===== src/port_cfg_pkg.sv =====
/*
 Constants for the port direction and pin option block: register offsets,
 field positions, reset values and mode codes.
 Assumes an 8-bit register port with byte addresses as printed.
*/
package port_cfg_pkg;
   localparam logic [7:0] port0_direction_addr = 8'h93;
   localparam logic [7:0] port1_direction_addr = 8'h94;
   localparam logic [7:0] port2_direction_addr = 8'h95;
   localparam logic [7:0] port3_direction_addr = 8'h96;
   localparam logic [7:0] port0_option_addr = 8'h9e;
   localparam logic [7:0] port1_option_addr = 8'h9f;
   localparam logic [7:0] port2_option_addr = 8'ha0;
   localparam logic [7:0] port3_option_addr = 8'ha1;
   localparam logic [7:0] direction_reset = 8'hff;
   localparam logic [7:0] option_reset = 8'h00;
   localparam logic [2:0] mode_reset = 3'h0;
   localparam int mode_msb = 7;
   localparam int mode_lsb = 5;
   localparam int in_out_bit = 4;
   localparam int latch_bit = 3;
   localparam int index_msb = 2;
   localparam logic [2:0] out_normal = 3'h0;
   localparam logic [2:0] out_high = 3'h3;
   localparam int max_ports = 4;
   localparam int port3_pins = 7;
endpackage


===== src/pin_option_port.sv =====
/*
 Option storage for one 8-bit port: per-pin input and output mode codes,
 the latched read selection and the read-back code.
 Assumes one-cycle write strobes from the register decoder on the same clock.
*/
module pin_option_port #(
   parameter int pin_count = 8
) (
   // Clock and reset
   input wire logic clk,
   input wire logic rst_n,
   // Write side
   input wire logic wr,
   input wire logic [7:0] wdata,
   // Read-back and per-pin state
   output logic [2:0] read_mode,
   output logic [3*8-1:0] out_mode,
   output logic [3*8-1:0] in_mode
);
   initial begin
      if (pin_count < 1 || pin_count > 8) $error("pin_count out of range");
   end

   logic [3*8-1:0] out_q, out_d, in_q, in_d;
   logic [2:0] sel_q, sel_d;
   logic dir_q, dir_d;
   logic [2:0] idx;
   logic [2:0] code;

   assign idx = wdata[port_cfg_pkg::index_msb:0];
   assign code = wdata[port_cfg_pkg::mode_msb:port_cfg_pkg::mode_lsb];

   always_comb begin
      out_d = out_q;
      in_d = in_q;
      sel_d = sel_q;
      dir_d = dir_q;
      if (wr) begin
         if (wdata[port_cfg_pkg::latch_bit]) begin
            // Latching write keeps the mode field out of the pins
            sel_d = idx;
            dir_d = wdata[port_cfg_pkg::in_out_bit];
         end else if (int'(idx) < pin_count) begin
            // One pin per write; illegal output codes are dropped
            if (wdata[port_cfg_pkg::in_out_bit]) begin
               in_d[3*idx +: 3] = code;
            end else if (code == port_cfg_pkg::out_normal || code == port_cfg_pkg::out_high) begin
               out_d[3*idx +: 3] = code;
            end
         end
      end
   end

   always_ff @(posedge clk or negedge rst_n) begin
      if (!rst_n) begin
         out_q <= '0;
         in_q <= '0;
         sel_q <= 3'h0;
         dir_q <= 1'b0;
      end else begin
         out_q <= out_d;
         in_q <= in_d;
         sel_q <= sel_d;
         dir_q <= dir_d;
      end
   end

   // Read-back follows the latched selection
   assign read_mode = dir_q ? in_q[3*sel_q +: 3] : out_q[3*sel_q +: 3];
   assign out_mode = out_q;
   assign in_mode = in_q;

   latched_out_a: assert property (@(posedge clk) disable iff (!rst_n)
      wr && wdata[port_cfg_pkg::latch_bit] && !wdata[port_cfg_pkg::in_out_bit]
      |=> read_mode == out_q[3*$past(idx) +: 3]) else $error("latched read wrong");
   latch_keeps_a: assert property (@(posedge clk) disable iff (!rst_n)
      wr && wdata[port_cfg_pkg::latch_bit] |=> out_q == $past(out_q) && in_q == $past(in_q))
      else $error("latch write changed modes");
   legal_out_a: assert property (@(posedge clk) disable iff (!rst_n)
      out_q[2:0] == port_cfg_pkg::out_normal || out_q[2:0] == port_cfg_pkg::out_high)
      else $error("illegal output code stored");
   cover_latch_c: cover property (@(posedge clk) wr && wdata[port_cfg_pkg::latch_bit]);
endmodule


===== src/port_direction_and_pin_options.sv =====
/*
 Port direction registers and indirect pin option registers for up to four
 8-bit general-purpose ports, reached over a plain register port.
 Assumes one-cycle strobes from the microcontroller on clk; read data stands
 in the cycle after the read strobe.
*/
module port_direction_and_pin_options #(
   parameter int port_count = 4,
   parameter bit port0_pin7 = 1'b1
) (
   // Clock and reset
   input wire logic clk,
   input wire logic reset_n,
   // Register port
   input wire logic [7:0] addr,
   input wire logic [7:0] wdata,
   input wire logic wr_en,
   input wire logic rd_en,
   output logic [7:0] rdata,
   // Pin control, 8 bits per port for drive and routing, 24 bits (3 per pin) per port for modes
   output logic [31:0] pin_out_en,
   output logic [31:0] pin_to_mcu,
   output logic [95:0] pin_out_mode,
   output logic [95:0] pin_in_mode
);
   initial begin
      if (port_count < 1 || port_count > port_cfg_pkg::max_ports) $error("port_count out of range");
   end

   ////////////////////////////////////////////////////////////////////////////
   // Reset release

   logic rst_meta_q, rst_n_q;
   always_ff @(posedge clk or negedge reset_n) begin
      if (!reset_n) begin
         rst_meta_q <= 1'b0;
         rst_n_q <= 1'b0;
      end else begin
         rst_meta_q <= 1'b1;
         rst_n_q <= rst_meta_q;
      end
   end

   ////////////////////////////////////////////////////////////////////////////
   // Direction registers

   localparam logic [7:0] dir_addr [4] = '{port_cfg_pkg::port0_direction_addr,
      port_cfg_pkg::port1_direction_addr, port_cfg_pkg::port2_direction_addr,
      port_cfg_pkg::port3_direction_addr};
   localparam logic [7:0] opt_addr [4] = '{port_cfg_pkg::port0_option_addr,
      port_cfg_pkg::port1_option_addr, port_cfg_pkg::port2_option_addr,
      port_cfg_pkg::port3_option_addr};

   logic [7:0] dir_q [4];
   logic [7:0] dir_d [4];
   logic [7:0] impl_mask [4];
   logic [2:0] opt_read [4];
   logic [23:0] opt_out [4];
   logic [23:0] opt_in [4];
   logic [7:0] rdata_d;
   logic [31:0] out_en_d;

   genvar g;
   generate
      for (g = 0; g < 4; g++) begin : gen_port
         // Absent ports and pins stay inputs and read as zero
         if (g >= port_count) begin : gen_none
            assign impl_mask[g] = 8'h00;
            assign opt_read[g] = 3'h0;
            assign opt_out[g] = '0;
            assign opt_in[g] = '0;
         end else begin : gen_port_on
            if (g == 0) begin : gen_p0
               assign impl_mask[g] = port0_pin7 ? 8'hff : 8'h7f;
            end else if (g == 3) begin : gen_p3
               assign impl_mask[g] = 8'h7f;
            end else begin : gen_full
               assign impl_mask[g] = 8'hff;
            end
            pin_option_port #(
               .pin_count((g == 3 || (g == 0 && !port0_pin7)) ? 7 : 8)
            ) u_opt (
               .clk(clk),
               .rst_n(rst_n_q),
               .wr(wr_en && addr == opt_addr[g]),
               .wdata(wdata),
               .read_mode(opt_read[g]),
               .out_mode(opt_out[g]),
               .in_mode(opt_in[g])
            );
         end
         always_comb begin
            dir_d[g] = dir_q[g];
            if (wr_en && addr == dir_addr[g]) begin
               // Absent bits held at input
               dir_d[g] = (wdata & impl_mask[g]) | ~impl_mask[g];
            end
         end
         always_ff @(posedge clk or negedge rst_n_q) begin
            if (!rst_n_q) begin
               dir_q[g] <= port_cfg_pkg::direction_reset;
            end else begin
               dir_q[g] <= dir_d[g];
            end
         end
      end
   endgenerate

   ////////////////////////////////////////////////////////////////////////////
   // Read path and pin outputs

   always_comb begin
      rdata_d = 8'h00;
      for (int i = 0; i < 4; i++) begin
         if (addr == dir_addr[i]) begin
            rdata_d = dir_q[i] & impl_mask[i];
         end
         if (addr == opt_addr[i]) begin
            rdata_d = {opt_read[i], 5'h00};
         end
      end
      if (!rd_en) begin
         rdata_d = 8'h00;
      end
      for (int i = 0; i < 4; i++) begin
         out_en_d[8*i +: 8] = ~dir_q[i];
      end
   end

   always_ff @(posedge clk or negedge rst_n_q) begin
      if (!rst_n_q) begin
         rdata <= 8'h00;
         pin_out_en <= '0;
         pin_to_mcu <= '1;
         pin_out_mode <= '0;
         pin_in_mode <= '0;
      end else begin
         rdata <= rdata_d;
         pin_out_en <= out_en_d;
         pin_to_mcu <= ~out_en_d;
         pin_out_mode <= {opt_out[3], opt_out[2], opt_out[1], opt_out[0]};
         pin_in_mode <= {opt_in[3], opt_in[2], opt_in[1], opt_in[0]};
      end
   end

   dir_drive_a: assert property (@(posedge clk) disable iff (!rst_n_q)
      wr_en && addr == port_cfg_pkg::port1_direction_addr && port_count > 1
      |=> ##1 pin_out_en[15:8] == ~$past(wdata, 2)) else $error("direction not applied");
   dir_read_a: assert property (@(posedge clk) disable iff (!rst_n_q)
      rd_en && addr == port_cfg_pkg::port0_direction_addr
      |=> rdata == (dir_q[0] & impl_mask[0])) else $error("direction readback wrong");
   p3_reserved_a: assert property (@(posedge clk) disable iff (!rst_n_q)
      !pin_out_en[31]) else $error("port 3 bit 7 drives");
   absent_port_a: assert property (@(posedge clk) disable iff (!rst_n_q)
      port_count < 3 |-> pin_out_en[23:16] == 8'h00) else $error("absent port 2 drives");
   opt_read_a: assert property (@(posedge clk) disable iff (!rst_n_q)
      rd_en && addr == port_cfg_pkg::port0_option_addr |=> rdata[4:0] == 5'h00)
      else $error("option read low bits set");
   idle_read_a: assert property (@(posedge clk) disable iff (!rst_n_q)
      !rd_en |=> rdata == 8'h00) else $error("read data outside slot");
   // Pads must never be both driven and routed to the input path
   mcu_route_a: assert property (@(posedge clk) disable iff (!rst_n_q)
      pin_to_mcu == ~pin_out_en) else $error("input routing not inverse of drive");
   absent_pin_a: assert property (@(posedge clk) disable iff (!rst_n_q)
      !port0_pin7 |-> !pin_out_en[7]) else $error("absent port 0 pin 7 drives");
   single_port_a: assert property (@(posedge clk) disable iff (!rst_n_q)
      port_count == 1 |-> pin_out_en[31:8] == 24'h000000)
      else $error("absent ports drive");
   cover_dir_c: cover property (@(posedge clk) wr_en && addr == port_cfg_pkg::port0_direction_addr);
   cover_opt_c: cover property (@(posedge clk) rd_en && addr == port_cfg_pkg::port0_option_addr);
   cover_out_c: cover property (@(posedge clk) pin_out_en != 32'h0);
endmodule


===== config.mk =====
export PLATFORM = sky130hd
export DESIGN_NAME = port_direction_and_pin_options
export DESIGN_NICKNAME = d
export VERILOG_FILES = /design/src/port_cfg_pkg.sv /design/src/pin_option_port.sv /design/src/port_direction_and_pin_options.sv
export SDC_FILE = /design/constraint.sdc
export NUM_CORES = 1
export LEC_CHECK = 0
export BUFFER_PORTS_ARGS = -buffer_cell sky130_fd_sc_hd__buf_2
export CORE_UTILIZATION = 51
export CTS_CLUSTER_SIZE = 12
export DETAILED_ROUTE_END_ITERATION = 8
export GPL_TIMING_DRIVEN = 0
export PLACE_DENSITY = 0.76
export SYNTH_ARGS = -nofsm -noshare
export SYNTH_HDL_FRONTEND = slang
export SYNTH_SLANG_ARGS = --single-unit

===== constraint.sdc =====
create_clock -name clk -period 14.5 [get_ports clk]
set_input_delay 3.625 -clock clk [delete_from_list [all_inputs] [get_ports clk]]
set_output_delay 3.625 -clock clk [all_outputs]
set_load 0.1 [all_outputs]

; ---- Word level (Yosys, flattened, before mapping)
; Index checks and enable logic that the tools add are counted.
; Widths: inputs -> output; s select.
[classes]
addsub = 1
multipliers = 5
magnitude_cmp = 1
eq_ne = 9
shifts = 10
muxes = 21
bitwise = 7
n_reduce_logical = 22
[ops]
columns = op, count
row1 = $bwmux 24, 8
row2 = $shiftx 24x6->3, 8
row3 = $mux 8, 9
row4 = $eq 8x8->1 const B, 8
row5 = $neg 5->34, 1
row6 = $shift 3x34->24 const A, 1
row7 = $shiftx 3x34->24, 1
row8 = $not 32->32, 1
row9 = $not 8->8, 4
row10 = $mul 2x3->5 const A, 5
row11 = $reduce_and 4->1, 4
row12 = $mux 3, 4
row13 = $reduce_and 3->1, 3
row14 = $logic_and 1x1->1, 8
row15 = $reduce_and 2->1, 4
row16 = $reduce_and 5->1, 1
row17 = $eq 3x2->1 const B, 1
row18 = $logic_not 3->1, 1
row19 = $lt 3x3->1 const B, 1
row20 = $not 1->1, 2
row21 = $logic_or 1x1->1, 1
[word_totals]
regBits = 505
input_bits = 20
output_inout_bits = 264
word_cells = 103

; ---- Logic depth before layout (Yosys ltp)
[depth]
word_depth = 11
mapped_depth = 8
depth_no_buf = 8

; ---- Cells and area by module
; A second synthesis with hierarchy kept.
[unflattened]
hier_cells = 1195
hier_area_um2 = 18679.2
[by_module_without_submodules]
columns = module, instances, cells_per_inst, area_each_um2, seq_area_each_um2
row1 = port_direction_and_pin_options, 1, 468, 8587.0, 7459.7
row2 = pin_option_port at gen_port[0].gen_port_on.u_opt ..., 2, 182, 2532.4, 1301.2
row3 = pin_option_port at gen_port[2].gen_port_on.u_opt, 1, 183, 2519.9, 1301.2
row4 = pin_option_port at gen_port[3].gen_port_on.u_opt, 1, 180, 2507.4, 1301.2

; ---- Worst setup path after synthesis
; Ideal clock, no wire load.
[synth_timing]
kind = in2reg
start = input addr[3]
end = register gen_port[2].gen_port_on.u_opt.dir_q
setup_ns = 0.125
arrival_ns = 5.497
t_required_ns = 14.375
setup_slack_ns = 8.878
stages = 6
path_buffers = 2
path_cell_list = buf_6 > or4b_4 > or3_4 > or3_1 > buf_2 > mux2_4
[synth_between]
elab_chain_cells = 3
[synth_lines]
columns = item, line_no
row1 = "start, declared", port_direction_and_pin_options.sv:15  ; input wire logic [7:0] addr,
row2 = $eq 8x8->1, port_direction_and_pin_options.sv:85  ; .wr(wr_en && addr == opt_addr[g]),
row3 = $logic_and 1x1->1, port_direction_and_pin_options.sv:85
row4 = $reduce_and 2->1 (no line), n/a
row5 = "end signal, assigned", pin_option_port.sv:64  ; dir_q <= dir_d;
row6 = "end, declared", pin_option_port.sv:26  ; logic dir_q, dir_d;
; Every way passes these cells.
; A chain may end at the register's enable or synchronous reset.

; ---- Final worst setup path
[layout_timing]
start = input wdata[1]
end = register gen_port[1].gen_port_on.u_opt.in_q[1]
[layout_between]
elab_chain_cells = 4
elab_cells_between_ends = 5
classes_between = add/sub: 1 / mul: 1 / shift: 2 / mux: 1
[layout_lines]
columns = item, line_no
row1 = "start, declared", port_direction_and_pin_options.sv:16  ; input wire logic [7:0] wdata,
row2 = $mul 2x3->5 *, pin_option_port.sv:46  ; in_d[3*idx +: 3] = code;
row3 = $neg 5->34 *, pin_option_port.sv:46
row4 = $shiftx 3x34->24 / $shift 3x34->24 (equally long branches), pin_option_port.sv:46
row5 = $bwmux 24 *, pin_option_port.sv:46
row6 = "end signal, assigned", pin_option_port.sv:62  ; in_q <= in_d;
row7 = "end, declared", pin_option_port.sv:24  ; logic [3*8-1:0] out_q, out_d, in_q, in_d;
; Mark *: on every way between the ends. The rest lies on a longest branch, timed or not.

==> results.md <==
- Hold Path End: rst_n_q$_DFF_PN0_
- Status: complete, no violations
- Final setup viols: 0
- Worst skew pair latency: 0.57 ns
- TritonCTS buffer count: 49
- Crit path launch: wdata[1]
- IO Pins: 284
- Syn. warnings: 0
- Vias in the first global route: 11.2k
- Initial antenna violation count: 9
- Initial DRC count: 816
- Number of synthesized flops with an enable pin: 0
- Total gr overflow: 0
- WP buf/inv: 3
- P per Cell Area: 129 mW/mm2
- Final hold vios: 0
- Worst Hold Class: flop to flop
- Syn Inst Count: 1171
- Crit path max-delay family: simple AND/OR/NAND/NOR gates
- Worst vdd ir: 0.0901 mV
- Most used DFF post-synth: dfrtp_1
- Leakage: 10.9 nW
- Post-route worst hold slack: 0.353 ns
- Drt wl/cell: 22.7 um
- Post-synthesis async set-or-reset flop share: 1.00
- Clock skew: 0.0188 ns
- Reg clk slew, reported paths: 0.06 ns
- Hold Path Depth: 0
- Worst Tran Pin Value: 1.02 ns
- Dpl cells: 1912
- CP Cell Sequence: buf_2, inv_1, ha_1, clkbuf_1, nor4_1, nand2_1, mux2_2
- FMAX: 170 MHz
- Final WL: 45300 um
- Crit start category: primary input
- Synth-to-layout area growth: 20.2%
- Tcrit/Tclk final: 0.405
- CP Data Required Time: 14.94 ns
- DR vias: 10.9k
- WP data arrival: 6.32 ns
- MaxCap Viol Count: 0
- Crit. End Element: flop
- Synthesized area per cell: 15.3 um2
- Post-route setup TNS: 0 ns
- First-pass GRT wire length: 68400 um
- Largest net degree at the start of global routing: 77
- Fraction of layout cells with a size suffix above 1: 0.407
- Reg area: 0.0127 mm2
- Yosys top cell by area: dfrtp_1
- DRC Markers: 0
- Post-placement setup slack: 8.00 ns
- Die width: 190 um
- Vias per cell: 5.45
- Crit Reg-Reg Startpoint: gen_port[0].gen_port_on.u_opt.dir_q$_DFFE_PN0P_
- Fin crit period: 5.88 ns
- Netlist cell types: 51
- Finished Layout Cells: 1997
- CTS tree: yes
- Max incr delay on CP: 0.90 ns
- Die ar.: 0.0359 mm2
- FP Rows: 68
- Slew HR: 0.314
- RSZ-0062 raised after global routing: no
- Mapped cell area: 0.0179 mm2
- Final worst slack: 8.62 ns
- # H-tree levels: 2
- DRT antenna net count: 0
- Post-synthesis sequential area ratio: 0.706
- DRT Pass-1 Iters: 5
- Gr usage total: 0.259
- Min-delay src: rst_meta_q$_DFF_PN0_
- Yosys top cell area share: 0.615
- Placer congestion estimate: 0.923
- Synth Register Bits: 503
- Net count, final: 1531
- Crit path kind: primary input to flop
- Slowest-stage cell, CP: nor4_1
- Initial Util: 0.519
- Reg2reg end: rdata[6]$_DFF_PN0_
- Postcts setup bufs: 0
- Area of the core: 0.0345 mm2
- Multi-input logic area: 0.00496 mm2
- Post-CTS Hold Fix Bufs: 0
- Root buffer cell: clkbuf_16
- CTS Buffer Depth: 3
- Tot Pwr: 2.79 mW
- Chip Height: 190 um
- Max-slew violations: 0
- # fillers: 2582
- Worst-path fanout max: 10
- DP HPWL: 32200 um
- R2R setup slack: 11.65 ns
- Port bufs: 278
- R2R depth: 8
- Post-CTS Resized: 0
- Largest cells by area after synthesis: dfrtp_1 62%, mux2_2 9.5%, dfstp_2 9.1%, mux4_2 6.3%, nand2_1 2.4%
- Clock sinks: 503
per-layer routing:
metal | up-vias | global-route usage | part of all wire
li1 | 4727 | - | -
met2 | 425 | 0.408 | 0.48
met1 | 5647 | 0.363 | 0.42
met3 | 86 | 0.0547 | 0.065
met5 | - | 0 | 0.00095
met4 | 6 | 0.0816 | 0.025
layout by cell type (no fill, tap or decap), types with 6 or more instances in the layout:
cell       instances
clkbuf_16         50
a21oi_1           16
mux2i_1           14
o21ai_0           59
a211oi_1           7
mux4_2            50
nand3_1           10
and2_1            22
mux2_2           152
nor3_1             9
nor2_1            41
buf_16             7
clkbuf_1          58
inv_1             36
a22o_1             6
buf_2            283
dfstp_2           62
nand2_1          115
dfrtp_1          440
nor2b_1           25
cells in the mapped netlist (all sizes together), types with 2 or more instances:
master  instances
inv            36
o221ai          2
nand3          10
ha              3
dfstp          62
a211oi          7
o21ai          59
nand4           2
nand2b          5
nor3           12
mux2i          14
nand3b          4
and2           23
nor4            4
or3             4
o211a           2
mux4           50
clkbuf         35
nor2           41
conb            2
buf             9
a21oi          16
dfrtp         441
nand2         115
or2             2
nor2b          25
or4             2
mux2          154
nor3b           2
a22o            6
and3            5
a22oi           5
cell families (layout without fill, tap and decap cells):
group / Yosys count / count (layout) / share of synthesized area
AO/OA/AOI/OAI: 103 / 103 / 0.0335
multiplexers: 218 / 218 / 0.168
AND/OR/NAND/NOR: 261 / 261 / 0.0717
flip-flops: 503 / 503 / 0.706
XOR/XNOR: 1 / 1 / 0.000488
adder cells (fa/ha/maj): 3 / 3 / 0.00209
buffers and inverters: 80 / 445 / 0.0179
other: 2 / 8 / 0.000419
metrics by stage:
step | cell area (um2) | utilization
final | 21600 | 0.624
after global placement | 19900 | 0.576
after floorplan | 17900 | -
after global routing | 21600 | 0.624
after detailed placement | 20100 | 0.582
after CTS | 21500 | 0.624
where the power goes:
part | total (mW) | internal, mW | switching (mW)
registers | 1.44 | 1.43 | 0.0132
logic | 0.174 | 0.0292 | 0.145
clock network | 1.17 | 0.671 | 0.501
flip-flops by register name, indices dropped and copies added (netlist names):
| register | count |
|---|---|
| gen_port.gen_port_on.u_opt.in_mode | 96 |
| gen_port.gen_port_on.u_opt.out_mode | 96 |
| pin_in_mode | 96 |
| pin_out_mode | 96 |
| dir_q | 31 |
| pin_out_en | 31 |
| pin_to_mcu | 31 |
| gen_port.gen_port_on.u_opt.sel_q | 12 |
| rdata | 8 |
| gen_port.gen_port_on.u_opt.dir_q | 4 |
| rst_meta_q | 1 |
| rst_n_q | 1 |
worst max-delay path by stage:
stage | slack [ns] | endpoint | cells past startpoint
2_1_floorplan | 6.37 | gen_port[0].gen_port_on.u_opt.dir_q$_DFFE_PN0P_ | 0
3_3_place_gp | 4.02 | pin_out_en[10]$_DFF_PN0_ | 0
3_5_place_dp | 8.00 | gen_port[1].gen_port_on.u_opt.in_mode[0]$_DFFE_PN0P_ | 7
4_1_cts | 8.66 | gen_port[1].gen_port_on.u_opt.in_mode[0]$_DFFE_PN0P_ | 7
5_1_grt | 8.51 | gen_port[1].gen_port_on.u_opt.in_mode[1]$_DFFE_PN0P_ | 7
6_report | 8.62 | gen_port[1].gen_port_on.u_opt.in_mode[1]$_DFFE_PN0P_ | 7
area by class of cell:
cell class                      count  share of cell area
Clock inverter                      3             0.00238
Clock buffer                       77              0.0646
Timing Repair Buffer              285              0.0735
Sequential cell                   503               0.588
Tap cell                          455              0.0264
Inverter                           36             0.00627
Buffer                             44             0.00865
Multi-Input combinational cell    589               0.230
Antenna cell                        5            0.000580
Note: power is estimated with default switching activity, not from simulation.
